==> src/include/pwtd_pkg.sv <==
// Package for the pulsewidth temperature decoder: constants and carriers
package pwtd_pkg;

   // ----------------------------------------
   // Timing
   // ----------------------------------------
   localparam int unsigned CLK_HZ = 20000000;          // System clock rate
   localparam int unsigned TICK_HZ = 1000000;          // Phase count rate
   // Prescale divisor: value n-1 divides by n
   localparam int unsigned TICK_DIV = CLK_HZ / TICK_HZ;
   localparam logic [7:0] PRESCALE_RST = 8'(TICK_DIV - 1);

   // ----------------------------------------
   // Counter layout
   // ----------------------------------------
   localparam int unsigned CNT_W = 16;                 // Two cascaded 8-bit stages
   localparam int unsigned STAGE_W = 8;                // Width of each stage
   localparam logic [15:0] CNT_RST = 16'h0000;         // Counter after clear
   localparam logic [15:0] CNT_FULL = 16'hffff;        // Saturation and full scale
   localparam int unsigned ERR_BIT = 15;               // Set above 32 ms

   // ----------------------------------------
   // Temperature arithmetic, 14.2 fixed point
   // ----------------------------------------
   localparam logic [15:0] TEMP_OFS_Q2 = 16'h03ac;     // 235 times 4
   localparam logic [15:0] TEMP_GAIN = 16'h0190;       // 400
   localparam int unsigned QUO_W = 18;                 // Quotient width
   localparam int unsigned DIV_STEPS = 18;             // One bit per cycle

   // ----------------------------------------
   // Carriers
   // ----------------------------------------
   // One captured phase
   typedef struct packed {
      logic        level;     // Level of the phase that ended
      logic [15:0] time_us;   // Duration in counts
      logic        err;       // Counter top bit seen
   } pwtd_phase_t;

   // Finished result
   typedef struct packed {
      logic [15:0] temp_q2;   // Celsius, two fractional bits
      logic        err;       // Either phase out of range
   } pwtd_result_t;

   // Divider state
   typedef enum logic [1:0] {
      PWTD_IDLE = 2'b00,
      PWTD_MUL  = 2'b01,
      PWTD_DIV  = 2'b10,
      PWTD_DONE = 2'b11
   } pwtd_state_t;

endpackage

==> src/pwtd_hold.sv <==
// Holding register bank for captured phase durations
`timescale 1ns/1ns
module pwtd_hold
   import pwtd_pkg::*;
#(
   parameter int unsigned DUAL = 1    // 1: high and low held apart
)(
   input  wire logic clk_i,
   input  wire logic srst_i,
   input  wire logic wr_i,            // Capture strobe
   input  wire pwtd_phase_t phase_i,  // Captured phase
   output logic [15:0] high_phase_time_o,
   output logic [15:0] low_phase_time_o,
   output logic polarity_o,           // Level of last held phase
   output logic err_o
);

   // ----------------------------------------
   // Checks
   // ----------------------------------------
   if (DUAL > 1) begin : g_bad
      $error("pwtd_hold: DUAL must be 0 or 1");
   end

   // ----------------------------------------
   // Storage
   // ----------------------------------------
   // With DUAL=1 each capture steered by level of the ended phase; with DUAL=0 both registers take it
   always_ff @(posedge clk_i) begin
      if (srst_i) begin
         high_phase_time_o <= CNT_RST;
         low_phase_time_o <= CNT_RST;
         polarity_o <= 1'b0;
         err_o <= 1'b0;
      end else if (wr_i) begin
         polarity_o <= phase_i.level;
         err_o <= phase_i.err;
         if (DUAL == 0) begin
            // Reader must fetch value and polarity before next edge
            high_phase_time_o <= phase_i.time_us;
            low_phase_time_o <= phase_i.time_us;
         end else if (phase_i.level) begin
            high_phase_time_o <= phase_i.time_us;
         end else begin
            low_phase_time_o <= phase_i.time_us;
         end
      end
   end

endmodule

==> src/pwtd_top.sv <==
// Host side decoder for a duty-cycle temperature sensor output
//
// Contract
// - Time phases with a 1 MHz tick
// - Sixteen-bit counter from two 8-bit stages
// - Strobe on every sensor output edge
// - Level steers capture to high or low
// - Clear counter after each capture
// - Counter top bit set means error
// - Both phase durations held together
// - Optional single register with polarity
// - Temperature is 235 minus 400 times ratio
// - Down counter: elapsed is ffff minus remainder (an up counter is used instead)
// - Prescale value n-1 divides by n
// - Timing starts only at a detected edge
`timescale 1ns/1ns
module pwtd_top
   import pwtd_pkg::*;
#(
   parameter int unsigned DUAL = 1,       // Two holding registers
   parameter logic [7:0] PRESCALE = PRESCALE_RST
)(
   input  wire logic clk_i,
   input  wire logic srst_i,
   input  wire logic flag_input_pin_i,   // Raw sensor output
   output logic [15:0] high_phase_time_o,
   output logic [15:0] low_phase_time_o,
   output logic polarity_o,              // Level of phase just held
   output logic phase_err_o,             // Last phase overran 32 ms
   output logic capture_o,               // Pulse: new phase held
   output logic [15:0] temp_q2_o,        // Celsius in 14.2
   output logic temp_err_o,              // Result from a bad phase
   output logic temp_valid_o             // Pulse: new temperature
);

   // ----------------------------------------
   // Checks
   // ----------------------------------------
   if (DUAL > 1) begin : g_bad_dual
      $error("pwtd_top: DUAL must be 0 or 1");
   end
   if (PRESCALE == 8'h00) begin : g_bad_pre
      $error("pwtd_top: PRESCALE must be at least 1");
   end

   // ----------------------------------------
   // Input synchroniser and edge strobe
   // ----------------------------------------
   logic sync1;      // First stage, read only by sync2
   logic sync2;      // Settled level
   logic lvl_prev;   // Previous settled level
   logic edge_seen;  // Any edge observed since reset
   logic strobe;     // One cycle per edge

   always_ff @(posedge clk_i) begin
      if (srst_i) begin
         sync1 <= 1'b0;
         sync2 <= 1'b0;
         lvl_prev <= 1'b0;
      end else begin
         sync1 <= flag_input_pin_i;
         sync2 <= sync1;
         lvl_prev <= sync2;
      end
   end

   assign strobe = sync2 ^ lvl_prev;

   // First edge arms capture; the partial first phase is discarded
   always_ff @(posedge clk_i) begin
      if (srst_i) begin
         edge_seen <= 1'b0;
      end else if (strobe) begin
         edge_seen <= 1'b1;
      end
   end

   // ----------------------------------------
   // Prescaler to 1 MHz tick
   // ----------------------------------------
   logic [7:0] pre_cnt;  // Counts down from PRESCALE
   logic tick;           // One cycle per microsecond

   always_ff @(posedge clk_i) begin
      if (srst_i || strobe || pre_cnt == 8'h00) begin
         // Realigned at each edge, so each phase starts on a full tick
         pre_cnt <= PRESCALE;
      end else begin
         pre_cnt <= pre_cnt - 8'h01;
      end
   end
   assign tick = (pre_cnt == 8'h00) && !strobe;

   // ----------------------------------------
   // Cascaded phase counter
   // ----------------------------------------
   logic [STAGE_W-1:0] cnt_lo;  // Low stage
   logic [STAGE_W-1:0] cnt_hi;  // High stage
   logic cnt_sat;               // Counter at full scale
   logic [15:0] cnt_val;

   assign cnt_val = {cnt_hi, cnt_lo};
   assign cnt_sat = (cnt_val == CNT_FULL);

   always_ff @(posedge clk_i) begin
      if (srst_i || strobe) begin
         cnt_lo <= CNT_RST[7:0];
         cnt_hi <= CNT_RST[15:8];
      end else if (tick && !cnt_sat) begin
         cnt_lo <= cnt_lo + 8'h01;
         if (cnt_lo == 8'hff) begin
            cnt_hi <= cnt_hi + 8'h01;
         end
      end
   end
   // Capture uses the old counter on the strobe cycle, so clear follows it.
   // An up counter is used; the down-counter form ffff minus rest is unneeded.

   // ----------------------------------------
   // Capture into holding registers
   // ----------------------------------------
   pwtd_phase_t cap;  // Phase going to the holding bank
   logic cap_wr;

   // ended phase is opposite of new level
   assign cap.level = lvl_prev;
   assign cap.time_us = cnt_val;
   assign cap.err = cnt_val[ERR_BIT];
   assign cap_wr = strobe && edge_seen;

   pwtd_hold #(
      .DUAL(DUAL)
   ) u_hold (
      .clk_i(clk_i),
      .srst_i(srst_i),
      .wr_i(cap_wr),
      .phase_i(cap),
      .high_phase_time_o(high_phase_time_o),
      .low_phase_time_o(low_phase_time_o),
      .polarity_o(polarity_o),
      .err_o(phase_err_o)
   );

   // Capture pulse, aligned with held outputs
   always_ff @(posedge clk_i) begin
      if (srst_i) begin
         capture_o <= 1'b0;
      end else begin
         capture_o <= cap_wr;
      end
   end

   // ----------------------------------------
   // Temperature computation
   // ----------------------------------------
   pwtd_state_t state;
   logic got_high;            // High phase seen since last low capture
   logic [15:0] t_high;       // Operand copies, robust to DUAL=0
   logic [15:0] t_low;
   logic op_err;
   logic [31:0] rem;          // Division remainder
   logic [QUO_W-1:0] quo;     // 400*T1/T2 with two fraction bits
   logic [4:0] step;
   logic [32:0] trial;

   // Copy operands; a low phase closing after a high phase completes a period
   always_ff @(posedge clk_i) begin
      if (srst_i) begin
         got_high <= 1'b0;
         t_high <= CNT_RST;
         t_low <= CNT_RST;
         op_err <= 1'b0;
      end else if (cap_wr) begin
         if (cap.level) begin
            t_high <= cap.time_us;
            op_err <= cap.err;
            got_high <= 1'b1;
         end else begin
            t_low <= cap.time_us;
            op_err <= op_err | cap.err;
            got_high <= 1'b0;
         end
      end
   end

   // Restoring division, one quotient bit per cycle
   assign trial = {rem, 1'b0} - {1'b0, t_low, 16'h0000} ;

   always_ff @(posedge clk_i) begin
      if (srst_i) begin
         state <= PWTD_IDLE;
         rem <= 32'h0000_0000;
         quo <= '0;
         step <= 5'h00;
      end else begin
         case (state)
            PWTD_IDLE: begin
               // Ratio wait: period ends at the rising edge closing T2
               if (cap_wr && !cap.level && got_high) begin
                  state <= PWTD_MUL;
               end
            end
            PWTD_MUL: begin
               // form 400 times T1; the scale by 4 comes from the two extra quotient steps
               rem <= 32'(t_high) * 32'(TEMP_GAIN);
               quo <= '0;
               step <= 5'h00;
               state <= PWTD_DIV;
            end
            PWTD_DIV: begin
               // Zero divisor yields the inverted top 18 bits of rem, flagged below as error
               if (!trial[32]) begin
                  rem <= trial[31:0];
                  quo <= {quo[QUO_W-2:0], 1'b1};
               end else begin
                  rem <= {rem[30:0], 1'b0};
                  quo <= {quo[QUO_W-2:0], 1'b0};
               end
               if (step == 5'(DIV_STEPS - 1)) begin
                  state <= PWTD_DONE;
               end else begin
                  step <= step + 5'h01;
               end
            end
            PWTD_DONE: begin
               state <= PWTD_IDLE;
            end
            default: begin
               state <= PWTD_IDLE;
            end
         endcase
      end
   end
   // Quotient is q*2^16 scaled by 2^-16 each shift: result carries 2 fraction bits

   // ratio in range keeps 400*r under 16 bits
   always_ff @(posedge clk_i) begin
      if (srst_i) begin
         temp_q2_o <= 16'h0000;
         temp_err_o <= 1'b0;
         temp_valid_o <= 1'b0;
      end else begin
         temp_valid_o <= (state == PWTD_DONE);
         if (state == PWTD_DONE) begin
            temp_q2_o <= TEMP_OFS_Q2 - quo[15:0];
            temp_err_o <= op_err || (t_low == 16'h0000) || (quo[QUO_W-1:16] != 2'b00);
         end
      end
   end

endmodule

==> config.mk <==
export PLATFORM = sky130hd
export DESIGN_NAME = pwtd_top
export DESIGN_NICKNAME = d
export VERILOG_FILES = /design/src/include/pwtd_pkg.sv /design/src/pwtd_hold.sv /design/src/pwtd_top.sv
export SDC_FILE = /design/constraint.sdc
export NUM_CORES = 1
export LEC_CHECK = 0
export ABC_AREA = 1
export BUFFER_PORTS_ARGS = -buffer_cell sky130_fd_sc_hd__buf_2
export CORE_MARGIN = 3
export CORE_UTILIZATION = 56
export CTS_BUF_LIST = sky130_fd_sc_hd__clkbuf_16
export CTS_CLUSTER_DIAMETER = 100
export DETAILED_ROUTE_END_ITERATION = 10
export PLACE_DENSITY = 0.77
export SYNTH_ARGS = -nofsm -noshare
export SYNTH_HDL_FRONTEND = slang
export SYNTH_SLANG_ARGS = --single-unit
==> constraint.sdc <==
create_clock -name clk_i -period 3.05 [get_ports clk_i]
set_clock_uncertainty 0.2 [all_clocks]
set_input_delay 0.305 -clock clk_i [delete_from_list [all_inputs] [get_ports clk_i]]
set_output_delay 0.305 -clock clk_i [all_outputs]
set_load 0.05 [all_outputs]
After elaboration in Yosys (flattened, before gate mapping) --
Index checks and enable logic that the tools add are counted.
Operators by class: add/subtract/negate cells 6, multipliers 1, equal/unequal tests 9, multiplexer cells 11, bitwise operators 3, reductions and logical operators 22
Operators with widths (number):
- $pmux 32 s2 | 1
- $pmux 18 s2 | 1
- $sub 33x32->33 | 1
- $mux 32 | 1
- $mul 16x5->21 const B | 1
- $add 8x1->8 const B | 2
- $eq 16x16->1 const B | 1
- $logic_not 16->1 | 1
- $sub 10x16->16 const A | 1
- $pmux 5 s2 | 1
- $reduce_and 2->1 | 5
- $eq 8x8->1 const B | 1
- $logic_not 8->1 | 1
- $pmux 2 s4 | 1
- $sub 8x1->8 const B | 1
- $ne 2x2->1 const B | 3
- $add 5x1->5 const B | 1
- $eq 5x5->1 const B | 1
- $logic_and 1x1->1 | 5
- $mux 5 | 1
- $eq 2x2->1 const B | 2
- $logic_or 1x1->1 | 4
- $mux 2 | 2
- $reduce_bool 2->1 | 2
- 7 further kinds | 11
Storage, ports and cells: register bits after elaboration 140, bits of input ports 3, output and inout port bits 53, logic and storage cells 73

Longest topological paths before layout --
Gate-level depths: netlist of run 1.
depth in word-level cells 6, gate-level depth with buffers 16, mapped depth without buffers 16

Modules after synthesis --
A second synthesis of run 1 with hierarchy kept.
Unflattened totals: cell total of the unflattened synthesis 1472, area total of the unflattened synthesis 10102.2 um^2
Modules (own cells, without submodules):
- pwtd_top | instances 1, cells an instance 1288, area an instance 8699.6 um^2
- pwtd_hold | instances 1, cells an instance 184, area an instance 1402.6 um^2

Worst setup path after synthesis of run 1 --
Ideal clock, no wire load.
path kind flip-flop to flip-flop, start register t_high[6], end register rem[24], library setup time 0.119 ns, arrival 2.958 ns, required time 2.731 ns, slack -0.227 ns, stages on the path, launching flop included 17, path buffers 0, cell sequence dfxtp_1 -> ha_1 -> ha_1 -> inv_1 -> fa_1 -> inv_1 -> ha_1 -> a21oi_1 -> nor2_1 -> nor2_1 -> nand2_1 -> nand2_1 -> nand2_1 -> nand2_1 -> nand3_1 -> nand2_1 -> a21oi_1
On the way: cells in the longest elaborated chain, start to end 2
RTL lines:
- start: declaration | RTL line pwtd_top.sv:158 | logic [15:0] t_high;
- start signal: assignment | RTL line pwtd_top.sv:175 | t_high <= cap.time_us;
- $mul 16x5->21 | RTL line pwtd_top.sv:205 | rem <= 32'(t_high) * 32'(TEMP_GAIN);
- $pmux 32 s2 | RTL line pwtd_top.sv:196 | case (state)
- end signal: assignment | RTL line pwtd_top.sv:205
- end signal: assignment | RTL line pwtd_top.sv:213 | rem <= trial[31:0];
- end signal: assignment | RTL line pwtd_top.sv:216 | rem <= {rem[30:0], 1'b0};
- end: declaration | RTL line pwtd_top.sv:161 | logic [31:0] rem;
No other way between the ends. A chain may end at the register's enable or synchronous reset.

Worst setup path after layout of run 1 --
start register t_high[7], end register rem[21]
Same word-level chain as after synthesis.

==> flow_metrics.py, run 1 <==
metrics = {
    "floorplan": {
        "fp.dieW_um": 131.6,
        "io_pins": 56,
        "initial_core_util_pct": 57.68,
        "dieArea_mm2": 0.01732,
        "num_rows": 45,
        "die_h_um": 131.6,
        "core_area_mm2": 0.01531,
    },
    "min_path": {
        "min_path_type": "in -> reg",
    },
    "global_route": {
        "antenna_found_initial": 0,
        "grt_pass1_vias": 7631,
        "grt-ovfl-total": 0,
        "grt.total_usage_pct": 24.54,
        "grt_max_degree": 38,
        "grt_pass1_wl_um": 35520,
    },
    "sta": {
        "finalHoldViolCount": 0,
        "fin_crit_ns": 2.993,
        "worst_pin_slew_ns": 0.6705,
        "setup-violations-final": 0,
        "max_freq_mhz": 334.1,
        "setup_tns_ns": 0,
        "fin_crit_sh_pct": 98.14,
        "slew_violations": 0,
        "slew_headroom_pct": 55.25,
        "fin_ws_ns": 0.05677,
    },
    "finish": {
        "drive_gt1_share_pct": 18.69,
        "num_antenna_cells": 0,
        "final_net_count": 1456,
        "syn_to_final_growth_pct": 19.99,
        "fillerInstances": 1325,
        "layout_common_cells": "310 x nand2_1, 215 x inv_1, 122 x dfxtp_1, 111 x a21oi_1, 89 x nand3_1",
        "layout_commonest_cell": "nand2_1",
    },
    "critical_path": {
        "critPathCaptureType": "flop",
        "cp_cell_sequence": "ha_1 > ha_1 > inv_1 > fa_1 > inv_1 > ha_4 > nand2_2 > nand2_2 > a21oi_2 > nor2_1 > nor2_1 > nand2_1 > nand2_1 > nand3_2 > nand2_1 > a21oi_1",
        "worstPathBufferInverterCount": 2,
        "start_kind": "flop",
        "cpPeakStageDelay_ns": 0.51,
        "cp_data_required_time_ns": 3.16,
        "worstSetupPathType": "reg -> reg",
        "path_common_cell": "nand2_1",
        "crit_family": "adder cells",
        "cp_slowest_cell": "fa_1",
        "cp_max_fo": 4,
        "crit_arrival_ns": 3.10,
    },
    "detailed_routing": {
        "vias": 8445,
        "ant_nets": 0,
        "vias_per_cell": 5.325,
        "avgRoutedWirePerCell_um": 14.02,
        "wl_um": 22240,
        "drc": 0,
        "drt_iter0_drc": 583,
        "dr.pass1.iters": 5,
    },
    "clock_tree": {
        "numCtsBuffers": 17,
        "cts_root_buf": "clkbuf_16",
        "clk_latency_ns": 0.42,
        "tritoncts": "yes",
        "htreeDepth": 4,
        "cts_buffer_depth": 2,
        "clk_pin_slew_worst_paths_ns": 0.06,
        "cts.sinks": 135,
    },
    "synth": {
        "synthMuxAreaShare_pct": 0,
        "synthAdderAreaFrac_pct": 13.91,
        "synthArstFlopShare_pct": 0,
        "syn_inst": 1285,
        "ys.flop_type": "dfxtp_1",
        "synth_simple_gate_area_share_pct": 28.14,
        "yosysWarnings": 0,
        "synthTopCellsByArea": "dfxtp_1 31%, nand2_1 14%, ha_1 11%",
        "synth-edff-count": 0,
        "ys_ff_latch": 135,
        "synth_top_family_by_area": "simple AND/OR/NAND/NOR gates",
        "synthXorXnorAreaFrac_pct": 1.983,
        "synth_compound_area_share_pct": 13.90,
        "syn_nets": 1379,
        "ys_seq_area_share_pct": 30.59,
        "netlist.area_leader.share_pct": 30.59,
        "yosysTopAreaCell": "dfxtp_1",
        "netlist_area_mm2": 0.008833,
        "ys_types": 45,
        "synth_area_per_cell_um2": 6.874,
    },
    "power_and_ir_drop": {
        "ir_drop_v": 0.0005348,
        "power.density_mw_per_mm2": 725.9,
        "p_leak_uw": 0.005078,
    },
    "job": {
        "maxCapViolCount": 0,
    },
    "placed_design": {
        "dp_hpwl_um": 16120,
        "portBuffers": 55,
        "gp_congestion": 0.8762,
        "place_ws_ns": -0.04697,
    },
    "outcome": {
        "status": "complete, no violations",
    },
}
-- metal layers --
metal	vias up	global-route usage (%)	wire, µm
met5	-	0	0
met4	0	8.285	616
met3	45	3.560	985
met2	213	40.74	10590
met1	3905	32.81	10040
li1	4282	-	-
-- metrics by stage --
step           area, µm²  cells  hold WS [ns]  utilization (%)  power [µW]
6_report           10600   1586       0.08571            69.21        7693
2_1_floorplan       8865   1285        0.1653                -        4823
4_1_cts            10200   1583       0.06641            66.58        7688
3_3_place_gp        9524   1550        0.1749            62.19        5480
5_1_grt            10600   1586        0.1062            69.21        8309
3_5_place_dp        9524   1550        0.1778            62.19        5546
-- area by class of cell --
cell class	instances	area (µm²)	share of cell area [%]
well taps	211	264.0	2.491
clock buffers	17	425.4	4.014
multi-input cells	887	5535	52.23
repair buffers	95	594.3	5.607
clock inverters	15	190.2	1.794
inverters	226	850.8	8.027
flip-flops and latches	135	2739	25.84
-- power by group --
part | switching, µW | internal, µW
registers | 101 | 1880
clock network | 815 | 1310
logic | 2380 | 1200
-- Yosys cell counts, types with 9 or more instances --
| cell type | n |
|---|---|
| clkbuf_1 | 29 |
| nor2_1 | 54 |
| inv_1 | 218 |
| nand4_1 | 13 |
| a21oi_1 | 118 |
| fa_1 | 12 |
| xor2_1 | 16 |
| nand2_1 | 332 |
| dfxtp_1 | 135 |
| nand3_1 | 92 |
| nor4_1 | 9 |
| ha_1 | 79 |
| o21ai_0 | 65 |
| a21oi_2 | 13 |
-- cells by family (layout without fill, tap and decap cells) --
group           after synthesis  count (layout)
flops                       135             135
simple gates                554             554
compound gates              222             222
buf+inv                     263             353
fa+ha+maj                    91              91
xor+xnor                     20              20
-- worst paths after layout --
| path | from | cells after the start | endpoint | slack [ns] |
|---|---|---|---|---|
| worst min register to register | pre_cnt[0]$_SDFF_PP1_ | 1 | pre_cnt[0]$_SDFF_PP1_ | 0.19 |
| worst min-delay path | srst_i | 2 | sync2$_SDFF_PP0_ | 0.09 |
| worst max register to register | t_high[7]$_SDFFE_PP0P_ | 16 | rem[21]$_SDFFE_PP0P_ | 0.06 |
| worst max-delay path | t_high[7]$_SDFFE_PP0P_ | 16 | rem[21]$_SDFFE_PP0P_ | 0.06 |
-- registers in the layout (all words and copies together) (netlist names), 5 cells and up --
register and flops:
cnt_hi 8, cnt_lo 8, pre_cnt 8, quo 18, rem 28, step 5, t_high 16, temp_q2_o 16
u_hold.low_phase_time_o 16
-- repair_timing --
action / 4_1_cts / 5_1_grt
setup buffers: 0 / 3
pin swaps: 0 / 35
endpoints found under the setup margin: 10 / 12
hold buffers: 1 / 0
endpoints found under the hold margin: 1 / 0
resized for setup: 9 / 73
Note: power is estimated with default switching activity, not from simulation.
==> run 2, diff against run 1 <==
==> constraint.sdc (replaced) <==
create_clock -name clk_i -period 3.05 [get_ports clk_i]
set_clock_uncertainty 0.2 [all_clocks]
set_input_delay 0.1525 -clock clk_i [delete_from_list [all_inputs] [get_ports clk_i]]
set_output_delay 0.1525 -clock clk_i [all_outputs]
set_load 0.05 [all_outputs]
==> run 2 against run 1 <==
Against the previous run: global-route usage is 0.073 points higher; routed wire length hardly changed; first-iteration DRC count is 2.2% lower; cell area is 0.19% higher; critical path depth stayed put; combinational power hardly changed; total power hardly changed; via count is 0.31% higher; largest cell class unchanged; die area stayed put.
==> flow_metrics.py, run 2 (synthesized netlist as in run 1, its figures left out) <==
metrics = {
    "power_and_ir_drop": {
        "power.density_mw_per_mm2": 724.4,
        "ir_drop_v": 0.0005356,
        "p_leak_uw": 0.005087,
        "totalPowerFinal_uw": 7692,
        "p_sw_uw": 3297,
        "p_int_uw": 4396,
        "pwr-share-clk_pct": 27.6,
        "power_frac_comb_pct": 46.6,
        "p_sw_share_pct": 42.86,
        "seq_power_share_pct": 25.8,
    },
    "clock_tree": {
        "cts_root_buf": "clkbuf_16",
        "htreeDepth": 4,
        "tritoncts": "yes",
        "numCtsBuffers": 17,
        "cts_buffer_depth": 2,
        "cts.sinks": 135,
        "clk_pin_slew_worst_paths_ns": 0.06,
        "clk_latency_ns": 0.42,
    },
    "critical_path": {
        "path_common_cell": "nand2_1",
        "critPathCaptureType": "flop",
        "cp_max_fo": 4,
        "worstSetupPathType": "reg -> reg",
        "crit_arrival_ns": 3.10,
        "cp_slowest_cell": "fa_1",
        "cp_cell_sequence": "ha_1 > ha_1 > inv_1 > fa_1 > inv_1 > ha_4 > nand2_2 > nand2_2 > a21oi_2 > nor2_1 > nor2_1 > nand2_1 > nand2_1 > nand3_2 > nand2_1 > a21oi_1",
        "cp_data_required_time_ns": 3.16,
        "start_kind": "flop",
        "cpPeakStageDelay_ns": 0.51,
    },
    "floorplan": {
        "num_rows": 45,
        "io_pins": 56,
        "dieArea_mm2": 0.01732,
        "die_h_um": 131.6,
        "core_area_mm2": 0.01531,
        "initial_core_util_pct": 57.68,
        "fp.dieW_um": 131.6,
    },
    "finish": {
        "num_antenna_cells": 0,
        "drive_gt1_share_pct": 18.66,
        "top_register": "rem",
        "layout_common_cells": "310 x nand2_1, 215 x inv_1, 122 x dfxtp_1, 111 x a21oi_1, 89 x nand3_1",
        "final_net_count": 1458,
        "syn_to_final_growth_pct": 20.21,
        "top_regs": "rem: 28 flops, quo: 18 flops",
        "layout_commonest_cell": "nand2_1",
        "stdcell_count": 1588,
        "largest_register_ffs": 28,
    },
    "global_route": {
        "grt_pass1_wl_um": 35630,
        "grt.total_usage_pct": 24.61,
        "grt_max_degree": 38,
        "antenna_found_initial": 0,
        "grt_pass1_vias": 7653,
        "grt-ovfl-total": 0,
    },
    "detailed_routing": {
        "vias": 8471,
        "vias_per_cell": 5.334,
        "drc": 0,
        "avgRoutedWirePerCell_um": 14.01,
        "ant_nets": 0,
        "drt_iter0_drc": 570,
        "dr.pass1.iters": 5,
        "wl_um": 22250,
    },
    "sta": {
        "max_freq_mhz": 334.0,
        "fin_crit_sh_pct": 98.18,
        "fin_crit_ns": 2.994,
        "worst_pin_slew_ns": 0.6701,
        "finalHoldViolCount": 0,
        "whs_ns": 0.1888,
        "slew_headroom_pct": 55.28,
        "setup_tns_ns": 0,
        "slew_violations": 0,
        "setup-violations-final": 0,
    },
    "placed_design": {
        "dp_hpwl_um": 16120,
        "post-place-cells": 1550,
        "portBuffers": 55,
        "gp_congestion": 0.8762,
    },
    "job": {
        "maxCapViolCount": 0,
    },
    "outcome": {
        "status": "complete, no violations",
    },
    "min_path": {
        "min_path_type": "reg -> reg",
    },
}
## run 2: cell types whose count changed in the layout (fill, tap and decap cells not counted)
cell,change
dlygate4sd3_1,+2
## run 2: power by group through the flow
stage / Sequential [µW] / Combinational (µW) / Clock [µW]
6_report: 1990 / 3580 / 2120
5_1_grt: 2000 / 4090 / 2220
4_1_cts: 1990 / 3550 / 2160
3_5_place_dp: 2020 / 3520 / 0
3_3_place_gp: 2020 / 3460 / 0
2_1_floorplan: 2070 / 2750 / 0
## run 2: worst paths after layout
kind / startpoint / end / slack [ns] / cells after the start
hold / removal: pre_cnt[0]$_SDFF_PP1_ / pre_cnt[0]$_SDFF_PP1_ / 0.19 / 1
setup reg to reg: t_high[7]$_SDFFE_PP0P_ / rem[21]$_SDFFE_PP0P_ / 0.06 / 16
setup / recovery: t_high[7]$_SDFFE_PP0P_ / rem[21]$_SDFFE_PP0P_ / 0.06 / 16
hold reg to reg: pre_cnt[0]$_SDFF_PP1_ / pre_cnt[0]$_SDFF_PP1_ / 0.19 / 1
## run 2: worst max-delay path: cells and delay by family, from the launching register on
kind                     cells  cell delay, ns
adder cells (fa/ha/maj)      4            1.32
AND/OR/NAND/NOR              8            0.66
flip-flops                   1            0.36
AO/OA/AOI/OAI                2            0.22
buffers and inverters        2            0.12
## run 2: per-layer routing
layer  up-vias  global-route usage (%)  wire, µm
met3        47                   3.599       973
met2       221                   40.92     10610
li1       4278                       -         -
met5         -                       0         0
met1      3925                   32.86     10040
met4         0                   8.285       627
## run 2: through the flow
| stage | utilization [%] | area [µm²] | setup WS (ns) |
|---|---|---|---|
| after global placement | 62.19 | 9524 | 0.003180 |
| after global routing | 69.34 | 10620 | -0.1105 |
| final | 69.34 | 10620 | 0.05566 |
| after detailed placement | 62.19 | 9524 | -0.04697 |
| after CTS | 66.71 | 10220 | 0.006084 |
| after floorplan | - | 8865 | -0.0009288 |
## run 2: repair_timing
| action | CTS | global route |
|---|---|---|
| endpoints found under the setup margin | 10 | 12 |
| hold endpoints to repair | 16 | 0 |
| gates resized for setup | 9 | 73 |
| setup buffers | 0 | 3 |
| hold buffers | 3 | 0 |
| pin swaps | 0 | 35 |
## run 2: layout make-up
type | instances | area, µm²
clock buffers | 17 | 425.4
multi-input cells | 887 | 5535
repair buffers | 97 | 614.3
fillers | 1323 | 4696
clock inverters | 15 | 190.2
flip-flops and latches | 135 | 2739
inverters | 226 | 850.8
well taps | 211 | 264.0
